[src/dwc_pkg.sv]
// Constants and types shared by the disc write command executor
package dwc_pkg;
   // Command codes, multi-track bit masked off only where is_cmd compares them
   localparam logic [7:0] CMD_MASK = 8'h7F;
   localparam logic [7:0] WR_DATA = 8'h05;
   localparam logic [7:0] WR_KD = 8'h0D;
   localparam logic [7:0] WR_CKD = 8'h1D;
   localparam logic [7:0] WR_OVF = 8'h01;
   localparam logic [7:0] WR_R0 = 8'h15;
   localparam logic [7:0] WR_HDR = 8'h19;
   localparam logic [7:0] ERASE = 8'h11;
   localparam logic [7:0] SRCH_ID_EQ = 8'h31;
   localparam logic [7:0] SRCH_KEY_EQ = 8'h29;
   localparam logic [7:0] SRCH_HDR_EQ = 8'h39;
   localparam logic [7:0] RD_DATA = 8'h06;
   localparam logic [7:0] RD_KD = 8'h0E;
   // Count area layout: bytes left when key and data lengths pass
   localparam logic [15:0] CNT_LEN = 16'h0008;
   localparam logic [15:0] CNT_KEY_LEFT = 16'h0003;
   localparam logic [15:0] CNT_DLH_LEFT = 16'h0002;
   localparam logic [15:0] CNT_DLL_LEFT = 16'h0001;
   localparam logic [15:0] HDR_LEN = 16'h0005;
   localparam int FLAG_OVF_BIT = 4;
   localparam logic [7:0] FLAG_BASE = 8'h00;
   localparam logic [7:0] ZERO_BYTE = 8'h00;
   localparam logic [15:0] ECC_POLY = 16'h1021;
   localparam logic [15:0] ECC_SEED = 16'h0000;
   localparam logic [3:0] BITS_PER_BYTE = 4'h8;
   // Field being written
   typedef enum logic [1:0] {
      FLD_CNT = 2'h0,
      FLD_KEY = 2'h1,
      FLD_DATA = 2'h2,
      FLD_HDR = 2'h3
   } dwc_fld_type;
endpackage

[src/dwc_write_exec.sv]
// Write command executor: chaining checks, field sequencing, status
`timescale 1ns/1ps
module dwc_write_exec
   import dwc_pkg::*;
#(
   parameter logic [15:0] GAP1_LEN = 16'h0020,
   parameter logic [7:0] SRC_ID = 8'h5A // Arbitrary value
)(
   input wire logic clk_i,
   input wire logic rst_n_i,
   input wire logic cmd_valid_i,
   input wire logic [7:0] cmd_code_i,
   input wire logic [15:0] cmd_count_i,
   input wire logic chain_i,
   input wire logic [7:0] chain_prev_i,
   input wire logic [7:0] chain_srch_i,
   input wire logic chain_match_i,
   input wire logic file_mask_hdr_i,
   input wire logic [7:0] rec_key_length_i,
   input wire logic [15:0] rec_data_length_i,
   input wire logic ch_valid_i,
   input wire logic [7:0] ch_data_i,
   input wire logic index_i,
   input wire logic bit_trig_i,
   output logic ch_req_o,
   output logic busy_o,
   output logic status_valid_o,
   output logic chan_end_o,
   output logic dev_end_o,
   output logic unit_check_o,
   output logic wr_gate_o,
   output logic addr_mark_o,
   output logic wr_bit_o,
   output logic wr_bit_valid_o
);
   // ****************************************
   // Types and state
   // ****************************************
   typedef enum logic [10:0] {
      ST_IDLE = 11'h001,
      ST_CHK = 11'h002,
      ST_WIDX = 11'h004,
      ST_GAP = 11'h008,
      ST_FLAG = 11'h010,
      ST_FIELD = 11'h020,
      ST_ECC1 = 11'h040,
      ST_ECC2 = 11'h080,
      ST_SRC = 11'h100,
      ST_DRAIN = 11'h200,
      ST_PAD = 11'h400
   } dwc_st_type;

   typedef struct packed {
      dwc_st_type st;
      dwc_fld_type fld;
      logic [7:0] code;
      logic [15:0] len;
      logic [15:0] xfer;
      logic [7:0] key_length;
      logic [15:0] data_length;
      logic [7:0] byte_hold;
      logic have;
      logic first;
      logic erase;
      logic [7:0] ecc_lo;
      logic req;
      logic busy;
      logic stat;
      logic ce;
      logic de;
      logic uc;
      logic gate;
      logic am;
   } dwc_state_type;

   dwc_state_type s_ff, nxt_s;
   logic ser_load, ser_rdy, ser_tag, ecc_clr, ser_bit, ser_vld, ser_btag;
   logic [7:0] ser_byte;
   logic [15:0] ecc;
   logic acc;

   generate
      if (GAP1_LEN == 16'h0000) begin : g_chk
         $error("GAP1_LEN must be at least one byte");
      end
   endgenerate

   // ****************************************
   // Chaining checks
   // ****************************************
   function automatic logic is_cmd(input logic [7:0] c, input logic [7:0] ref_c);
      return (c & CMD_MASK) == ref_c;
   endfunction

   function automatic logic eq_srch(input logic [7:0] c);
      return is_cmd(c, SRCH_ID_EQ) || is_cmd(c, SRCH_KEY_EQ);
   endfunction

   // ID or key equal search, directly or with a data read in between
   function automatic logic srch_ok(input logic [7:0] prev, input logic [7:0] srch,
                                    input logic match);
      return match && eq_srch(srch) &&
             (prev == srch || is_cmd(prev, RD_DATA) || is_cmd(prev, RD_KD));
   endfunction

   // Acceptance of the held command
   always_comb begin
      case (s_ff.code)
         WR_DATA: acc = chain_i && chain_match_i && eq_srch(chain_prev_i);
         WR_KD: acc = chain_i && chain_match_i && is_cmd(chain_prev_i, SRCH_ID_EQ);
         WR_CKD: acc = chain_i && (chain_prev_i == WR_R0 || chain_prev_i == WR_CKD ||
                       srch_ok(chain_prev_i, chain_srch_i, chain_match_i));
         WR_OVF: acc = chain_i && (chain_prev_i == WR_CKD ||
                       srch_ok(chain_prev_i, chain_srch_i, chain_match_i));
         WR_R0: acc = chain_i && (chain_prev_i == WR_HDR ||
                      (chain_match_i && is_cmd(chain_prev_i, SRCH_HDR_EQ)));
         WR_HDR: acc = file_mask_hdr_i;
         ERASE: acc = chain_i && (chain_prev_i == WR_R0 || chain_prev_i == WR_CKD ||
                      (chain_match_i && eq_srch(chain_prev_i)));
         default: acc = 1'b0;
      endcase
   end

   // ****************************************
   // Sequencer
   // ****************************************
   always_comb begin
      nxt_s = s_ff;
      nxt_s.stat = 1'b0;
      nxt_s.am = 1'b0;
      ser_load = 1'b0;
      ser_byte = ZERO_BYTE;
      ser_tag = 1'b0;
      ecc_clr = 1'b0;
      case (s_ff.st)
         ST_IDLE: begin
            nxt_s.ce = 1'b0;
            nxt_s.de = 1'b0;
            nxt_s.uc = 1'b0;
            if (cmd_valid_i) begin
               nxt_s.code = cmd_code_i;
               nxt_s.xfer = cmd_count_i;
               nxt_s.busy = 1'b1;
               nxt_s.st = ST_CHK;
            end
         end
         ST_CHK: begin
            nxt_s.first = 1'b1;
            nxt_s.have = 1'b0;
            nxt_s.erase = 1'b0;
            nxt_s.key_length = rec_key_length_i;
            nxt_s.data_length = rec_data_length_i;
            if (!acc) begin
               // Initial status only, no transfer and no gate
               nxt_s.stat = 1'b1;
               nxt_s.uc = 1'b1;
               nxt_s.busy = 1'b0;
               nxt_s.st = ST_IDLE;
            end else begin
               nxt_s.gate = s_ff.code != WR_HDR;
               case (s_ff.code)
                  WR_DATA: begin
                     nxt_s.fld = FLD_DATA;
                     nxt_s.len = rec_data_length_i;
                     nxt_s.st = ST_FIELD;
                  end
                  WR_KD: begin
                     nxt_s.fld = (rec_key_length_i == 8'h00) ? FLD_DATA : FLD_KEY;
                     nxt_s.len = (rec_key_length_i == 8'h00) ? rec_data_length_i :
                                 {8'h00, rec_key_length_i};
                     nxt_s.st = ST_FIELD;
                  end
                  WR_HDR: nxt_s.st = ST_WIDX;
                  ERASE: begin
                     nxt_s.erase = 1'b1;
                     nxt_s.fld = FLD_DATA;
                     nxt_s.len = s_ff.xfer;
                     nxt_s.st = ST_FIELD;
                  end
                  default: begin
                     nxt_s.am = 1'b1;
                     nxt_s.st = ST_FLAG;
                  end
               endcase
            end
         end
         ST_WIDX: begin
            if (index_i) begin
               nxt_s.gate = 1'b1;
               nxt_s.len = GAP1_LEN;
               nxt_s.st = ST_GAP;
            end
         end
         ST_GAP, ST_PAD: begin
            // Gap bytes and track padding are untagged zeros
            if (ser_rdy) begin
               ser_load = 1'b1;
               nxt_s.len = s_ff.len - 16'h0001;
            end
            if (s_ff.st == ST_GAP && ser_rdy && s_ff.len == 16'h0001) begin
               nxt_s.fld = FLD_HDR;
               nxt_s.len = HDR_LEN;
               nxt_s.st = ST_FIELD;
            end
            if (s_ff.st == ST_PAD && index_i) begin
               nxt_s.gate = 1'b0;
               nxt_s.busy = 1'b0;
               nxt_s.st = ST_IDLE;
            end
         end
         ST_FLAG: begin
            if (ser_rdy) begin
               ser_load = 1'b1;
               ser_tag = 1'b1;
               ecc_clr = 1'b1;
               ser_byte = FLAG_BASE;
               ser_byte[FLAG_OVF_BIT] = (s_ff.code == WR_OVF);
               nxt_s.first = 1'b0;
               nxt_s.fld = FLD_CNT;
               nxt_s.len = CNT_LEN;
               nxt_s.st = ST_FIELD;
            end
         end
         ST_FIELD: begin
            if (s_ff.len == 16'h0000) begin
               nxt_s.req = 1'b0;
               nxt_s.st = s_ff.erase ? ST_DRAIN : ST_ECC1;
            end else begin
               if (s_ff.have && ser_rdy) begin
                  ser_load = 1'b1;
                  ser_byte = s_ff.byte_hold;
                  ser_tag = 1'b1;
                  ecc_clr = s_ff.first;
                  nxt_s.first = 1'b0;
                  nxt_s.have = 1'b0;
                  nxt_s.len = s_ff.len - 16'h0001;
                  if (s_ff.fld == FLD_CNT) begin
                     // Key and data lengths come from the count area
                     if (s_ff.len == CNT_KEY_LEFT) nxt_s.key_length = s_ff.byte_hold;
                     if (s_ff.len == CNT_DLH_LEFT) nxt_s.data_length[15:8] = s_ff.byte_hold;
                     if (s_ff.len == CNT_DLL_LEFT) nxt_s.data_length[7:0] = s_ff.byte_hold;
                  end
               end else if (!s_ff.have) begin
                  if (s_ff.xfer == 16'h0000) begin
                     nxt_s.byte_hold = ZERO_BYTE;
                     nxt_s.have = 1'b1;
                  end else if (s_ff.req && ch_valid_i) begin
                     nxt_s.byte_hold = s_ff.erase ? ZERO_BYTE : ch_data_i;
                     nxt_s.have = 1'b1;
                     nxt_s.req = 1'b0;
                     nxt_s.xfer = s_ff.xfer - 16'h0001;
                  end else begin
                     nxt_s.req = 1'b1;
                  end
               end
            end
         end
         ST_ECC1: begin
            if (ser_rdy) begin
               ser_load = 1'b1;
               ser_byte = ecc[15:8];
               nxt_s.ecc_lo = ecc[7:0];
               nxt_s.st = ST_ECC2;
            end
         end
         ST_ECC2: begin
            if (ser_rdy) begin
               ser_load = 1'b1;
               ser_byte = s_ff.ecc_lo;
               nxt_s.first = 1'b1;
               case (s_ff.fld)
                  FLD_CNT: begin
                     nxt_s.fld = (s_ff.key_length == 8'h00) ? FLD_DATA : FLD_KEY;
                     nxt_s.len = (s_ff.key_length == 8'h00) ? s_ff.data_length :
                                 {8'h00, s_ff.key_length};
                     nxt_s.st = ST_FIELD;
                  end
                  FLD_KEY: begin
                     nxt_s.fld = FLD_DATA;
                     nxt_s.len = s_ff.data_length;
                     nxt_s.st = ST_FIELD;
                  end
                  FLD_HDR: nxt_s.st = ST_SRC;
                  default: nxt_s.st = ST_DRAIN;
               endcase
            end
         end
         ST_SRC: begin
            if (ser_rdy) begin
               ser_load = 1'b1;
               ser_byte = SRC_ID;
               nxt_s.st = ST_DRAIN;
            end
         end
         ST_DRAIN: begin
            // Ending status once the last bit (ECC, source byte or erase zero) has left the serializer
            if (ser_rdy) begin
               nxt_s.stat = 1'b1;
               nxt_s.ce = 1'b1;
               nxt_s.de = 1'b1;
               if (s_ff.erase) begin
                  nxt_s.st = ST_PAD;
               end else begin
                  nxt_s.gate = 1'b0;
                  nxt_s.busy = 1'b0;
                  nxt_s.st = ST_IDLE;
               end
            end
         end
         default: nxt_s.st = ST_IDLE;
      endcase
   end

   always_ff @(posedge clk_i) begin
      if (!rst_n_i) begin
         s_ff <= '0;
         s_ff.st <= ST_IDLE;
      end else begin
         s_ff <= nxt_s;
      end
   end

   // ****************************************
   // Serializer and correction code
   // ****************************************
   dwc_serializer u_ser (
      .clk_i(clk_i),
      .rst_n_i(rst_n_i),
      .trig_i(bit_trig_i),
      .load_i(ser_load),
      .byte_i(ser_byte),
      .tag_i(ser_tag),
      .ready_o(ser_rdy),
      .bit_o(ser_bit),
      .bit_valid_o(ser_vld),
      .tag_o(ser_btag)
   );

   dwc_ecc_gen u_ecc (
      .clk_i(clk_i),
      .rst_n_i(rst_n_i),
      .clr_i(ecc_clr),
      .bit_i(ser_bit),
      .bit_valid_i(ser_vld),
      .tag_i(ser_btag),
      .ecc_o(ecc)
   );

   // Outputs straight from flops
   assign ch_req_o = s_ff.req;
   assign busy_o = s_ff.busy;
   assign status_valid_o = s_ff.stat;
   assign chan_end_o = s_ff.ce;
   assign dev_end_o = s_ff.de;
   assign unit_check_o = s_ff.uc;
   assign wr_gate_o = s_ff.gate;
   assign addr_mark_o = s_ff.am;
   assign wr_bit_o = ser_bit;
   assign wr_bit_valid_o = ser_vld;

   // ****************************************
   // Assertions
   // ****************************************
   rej_quiet_a: assert property (@(posedge clk_i) disable iff (!rst_n_i)
      status_valid_o && unit_check_o |-> !wr_gate_o && !ch_req_o && !chan_end_o)
      else $error("rejected command touched the track");
   end_pair_a: assert property (@(posedge clk_i) disable iff (!rst_n_i)
      status_valid_o && !unit_check_o |-> chan_end_o && dev_end_o && $past(ser_rdy))
      else $error("ending status not paired after ECC");
   upd_chain_a: assert property (@(posedge clk_i) disable iff (!rst_n_i)
      s_ff.st == ST_CHK && s_ff.code == WR_DATA && !eq_srch(chain_prev_i)
      |=> status_valid_o && unit_check_o)
      else $error("bad data update chain accepted");
   hdr_mask_a: assert property (@(posedge clk_i) disable iff (!rst_n_i)
      s_ff.st == ST_CHK && s_ff.code == WR_HDR && !file_mask_hdr_i |=> unit_check_o)
      else $error("header write without file mask accepted");
   erase_twice_a: assert property (@(posedge clk_i) disable iff (!rst_n_i)
      s_ff.st == ST_CHK && s_ff.code == ERASE && chain_prev_i == ERASE |=> unit_check_o)
      else $error("erase after erase accepted");
   pad_zero_a: assert property (@(posedge clk_i) disable iff (!rst_n_i)
      s_ff.st == ST_FIELD && s_ff.len != 16'h0000 && !s_ff.have && s_ff.xfer == 16'h0000
      |=> s_ff.have && s_ff.byte_hold == ZERO_BYTE)
      else $error("short transfer not zero filled");
   flag_bit_a: assert property (@(posedge clk_i) disable iff (!rst_n_i)
      ser_load && s_ff.st == ST_FLAG |-> ser_byte[FLAG_OVF_BIT] == (s_ff.code == WR_OVF))
      else $error("overflow flag bit wrong");
   hdr_len_a: assert property (@(posedge clk_i) disable iff (!rst_n_i)
      s_ff.st == ST_FIELD && s_ff.fld == FLD_HDR |-> s_ff.len <= HDR_LEN)
      else $error("header field longer than five bytes");
   erase_mark_a: assert property (@(posedge clk_i) disable iff (!rst_n_i)
      s_ff.erase && s_ff.st != ST_CHK |-> !addr_mark_o && (!ser_load || ser_byte == ZERO_BYTE))
      else $error("erase wrote mark or data");
   trig_pace_a: assert property (@(posedge clk_i) disable iff (!rst_n_i)
      wr_bit_valid_o |-> $past(bit_trig_i))
      else $error("write bit without trigger pulse");
endmodule // dwc_write_exec

[src/dwc_serializer.sv]
// Byte to bit serializer paced by oscillator trigger pulses
`timescale 1ns/1ps
module dwc_serializer
   import dwc_pkg::*;
(
   input wire logic clk_i,
   input wire logic rst_n_i,
   input wire logic trig_i,
   input wire logic load_i,
   input wire logic [7:0] byte_i,
   input wire logic tag_i,
   output logic ready_o,
   output logic bit_o,
   output logic bit_valid_o,
   output logic tag_o
);
   typedef struct packed {
      logic [7:0] sh;
      logic [3:0] cnt;
      logic bit_out;
      logic vld;
      logic tag;
   } dwc_ser_type;
   dwc_ser_type s_ff, nxt_s;

   // Shift one bit per trigger, MSB first
   always_comb begin
      nxt_s = s_ff;
      nxt_s.vld = 1'b0;
      if (load_i && ready_o) begin
         nxt_s.sh = byte_i;
         nxt_s.cnt = BITS_PER_BYTE;
         nxt_s.tag = tag_i;
      end else if (trig_i && s_ff.cnt != 4'h0) begin
         nxt_s.bit_out = s_ff.sh[7];
         nxt_s.vld = 1'b1;
         nxt_s.sh = {s_ff.sh[6:0], 1'b0};
         nxt_s.cnt = s_ff.cnt - 4'h1;
      end
   end

   always_ff @(posedge clk_i) begin
      if (!rst_n_i) begin
         s_ff <= '0;
      end else begin
         s_ff <= nxt_s;
      end
   end

   // Ready only once the last bit has left, so the code sum is final
   assign ready_o = (s_ff.cnt == 4'h0) && !s_ff.vld;
   assign bit_o = s_ff.bit_out;
   assign bit_valid_o = s_ff.vld;
   assign tag_o = s_ff.tag;
endmodule // dwc_serializer

[src/dwc_ecc_gen.sv]
// Serial correction code generator over tagged write bits
`timescale 1ns/1ps
module dwc_ecc_gen
   import dwc_pkg::*;
(
   input wire logic clk_i,
   input wire logic rst_n_i,
   input wire logic clr_i,
   input wire logic bit_i,
   input wire logic bit_valid_i,
   input wire logic tag_i,
   output logic [15:0] ecc_o
);
   typedef struct packed {
      logic [15:0] crc;
   } dwc_ecc_type;
   dwc_ecc_type s_ff, nxt_s;

   // Shift register with feedback polynomial
   always_comb begin
      nxt_s = s_ff;
      if (clr_i) begin
         nxt_s.crc = ECC_SEED;
      end else if (bit_valid_i && tag_i) begin
         nxt_s.crc = {s_ff.crc[14:0], 1'b0} ^ ((s_ff.crc[15] ^ bit_i) ? ECC_POLY : 16'h0000);
      end
   end

   always_ff @(posedge clk_i) begin
      if (!rst_n_i) begin
         s_ff <= '0;
      end else begin
         s_ff <= nxt_s;
      end
   end

   assign ecc_o = s_ff.crc;
endmodule // dwc_ecc_gen

[config.mk]
export PLATFORM = sky130hd
export DESIGN_NAME = dwc_write_exec
export DESIGN_NICKNAME = d
export VERILOG_FILES = /design/src/dwc_pkg.sv /design/src/dwc_write_exec.sv /design/src/dwc_serializer.sv /design/src/dwc_ecc_gen.sv
export SDC_FILE = /design/constraint.sdc
export NUM_CORES = 1
export LEC_CHECK = 0
export BUFFER_PORTS_ARGS = -buffer_cell sky130_fd_sc_hd__clkbuf_2
export CORE_MARGIN = 1.5
export CORE_UTILIZATION = 63
export DETAILED_ROUTE_END_ITERATION = 8
export PLACE_DENSITY_LB_ADDON = 0.12
export SYNTH_ARGS = -nofsm -noshare
export SYNTH_HDL_FRONTEND = slang
export SYNTH_SLANG_ARGS = --single-unit
[constraint.sdc]
create_clock -name clk_i -period 6.7 [get_ports clk_i]
set_clock_uncertainty 0.2 [all_clocks]
set_input_delay 0.335 -clock clk_i [delete_from_list [all_inputs] [get_ports clk_i]]
set_output_delay 0.335 -clock clk_i [all_outputs]
set_load 0.05 [all_outputs]
==> out/qor.yml <==
n_fill_cell: 855
synth_top_area_cell: "dfxtp_1"
drv_cap: 0
multi_input_area_sq_um: 4580
wl_per_cell_um: 20.2
endpoint_kind: "flop"
reg2reg_depth: 9
via_per_inst: 6.80
path_cells: "inv_1 > ha_1 > or4b_2 > nor2_1 > a31o_2 > o21ai_1 > a2111oi_2 > and3_1 > o21ai_0"
routed_wl_mm: 24.5
period_needed_ns: 4.25
arrival_ns: 4.34
ys_warn_count: 0
clockBufferDepth: 2
min_to: "s_ff[59]"
port_buffers: 90
fmax_mhz: 235
largest_register_ffs: 96
dpl_cell_area_sq_um: 8010
die_h_um: 113
async_reset_ff_frac: 0
power.leakage_nw: 3.23
rsz0062_at_grt: "no"
hold_path_class: "primary input to flop"
ant_nets: 0
layout_commonest_cell: "dfxtp_1"
ctsRootBufferMaster: "clkbuf_16"
synth_flop_cell: "dfxtp_1"
timing.rr.start: "s_ff[67]"
grt_max_degree: 106
synth-edff-count: 0
r2r-end: "s_ff[93]"
whs_path_depth: 3
synth-seq-cells: 134
worst-path-buf-inv: 1
max-slew-margin-rel: 0.142
cts_sinks: 134
syn_to_final_growth_pct: 16.3
cp-start-kind: "flop"
clkTransAtPathRegs_ns: 0.06
dp_hpwl_mm: 16.4
holdWs_ns: -0.00469
min_from: "cmd_count_i[8]"
cp_slowest_cell: "a2111oi_2"
ys_types: 64
start_util: 0.654
postSynthAreaPerCell_sq_um: 7.66
worst_slew_pin_slew_ns: 1.28
drc: 0
netlist_area_sq_um: 7570
h-tree-depth: 4
synth_top_area_share: 0.354
vias: 8260
synth_nets: 1075
tns_ns: 0
period_share: 0.635
layout_common_cells: "134 x dfxtp_1, 128 x nor2_1, 101 x a21oi_1, 93 x nand2_1, 90 x clkbuf_2"
final_nets: 1145
synthTopCellsByArea: "dfxtp_1 35%, a21oi_1 6.7%, nor2_1 6.3%"
dr.first_iter.drc_count: 1435
grt_use_total: 0.391
first_pass_iters: 7
dieWidth_um: 113
grt_overflow: 0
final_layout_size_suffix_gt1_frac: 0.137
cts_buffers: 17
grt_pass1_wl_mm: 39.2
crit_family: "compound AO/OA/AOI/OAI gates"
cp_data_required_time_ns: 6.79
violations: "negative hold slack"
tritoncts: "done"
setup_violations: 0
worstSetupPathType: "flop to flop"
r2r_slack_ns: 2.45
clock_latency_ns: 0.44
finalMaxSlewViolations: 0
cpPeakStageDelay_ns: 1.10
num_antenna_cells: 0
status: "finished with violations"
grt_pass1_vias: 7488
synth-seq-area-share: 0.354
final_hold_viol_count: 1
power_density_nw_per_um2: 335
power_mw: 2.95
crit_fanout: 15
fp.coreArea_sq_um: 11600
die-area_sq_um: 12700
antenna_found_initial: 0
ioPinCount: 91
seq_area_sq_um: 2680
peakVddDrop_mv: 0.266
largest-register: "s_ff"
rows: 39
design_area_sq_um: 8800
synthCells: 988
gp_congestion: 0.975
per-stage QoR:
step	cells	hold slack [ns]	utilization	worst slack, ns
global route	1214	0.0290	0.761	2.23
global placement	1165	0.239	0.693	2.68
CTS	1214	0.00865	0.761	2.56
finish	1214	-0.00469	0.761	2.45
detailed placement	1165	0.250	0.693	2.56
floorplan	988	0.231	-	3.43
worst max-delay path by stage:
stage	from	end	slack [ns]	cells past startpoint
finish	s_ff[67]	s_ff[93]	2.45	9
global route	s_ff[67]	s_ff[100]	2.23	9
CTS	s_ff[67]	s_ff[93]	2.56	9
detailed placement	s_ff[67]	s_ff[93]	2.56	9
global placement	s_ff[101]	s_ff[74]	2.68	8
floorplan	s_ff[101]	s_ff[72]	3.43	10
kinds of logic after synthesis:
| logic type | Yosys count | synth area share |
|---|---|---|
| AO/OA/AOI/OAI | 327 | 0.282 |
| AND/OR/NAND/NOR | 407 | 0.267 |
| multiplexers | 11 | 0.0146 |
| adder cells (fa/ha/maj) | 6 | 0.00992 |
| XOR/XNOR | 26 | 0.0301 |
| buffers and inverters | 77 | 0.0417 |
| flip-flops | 134 | 0.354 |
per-layer routing:
layer | global-route usage | routed length, um | share of wire
met1 | 0.542 | 10200 | 0.41
met2 | 0.593 | 10900 | 0.45
met3 | 0.0891 | 2580 | 0.11
met4 | 0.153 | 839 | 0.034
met5 | 0 | 0 | 0
Yosys cell counts, drive strengths merged, types with 10 or more instances:
cell,instances
dfxtp,134
nor2,128
a21oi,101
nand2,93
clkbuf,57
o21ai,54
a22oi,48
nor3,41
a211oi,30
nand3,29
nor4,23
a221oi,17
xnor2,16
nor3b,14
a22o,12
or4,12
a31oi,11
mux2i,11
buf,10
xor2,10
tightest hold or removal path, stage by stage:
cell	delay, ns
clkbuf_2	0.07
a221oi_1	0.06
nor3_1	0.12
power by group:
group / internal [mW] / switching, mW
logic: 0.325 / 0.622
registers: 0.902 / 0.119
clock network: 0.581 / 0.400
layout make-up:
cell class / count / share of cell area
clock inverters: 13 / 0.0182
inverters: 10 / 0.00427
well taps: 143 / 0.0203
repair buffers: 118 / 0.0799
flip-flops and latches: 134 / 0.305
multi-input cells: 777 / 0.521
clock buffers: 19 / 0.0515
timing repair:
item / CTS / global route
hold buffers: 17 / 0
setup buffers: 0 / 0
endpoints found under the hold margin: 17 / 0
gates resized for setup: 0 / 0
No activity file was read; power rests on OpenSTA's default activity.
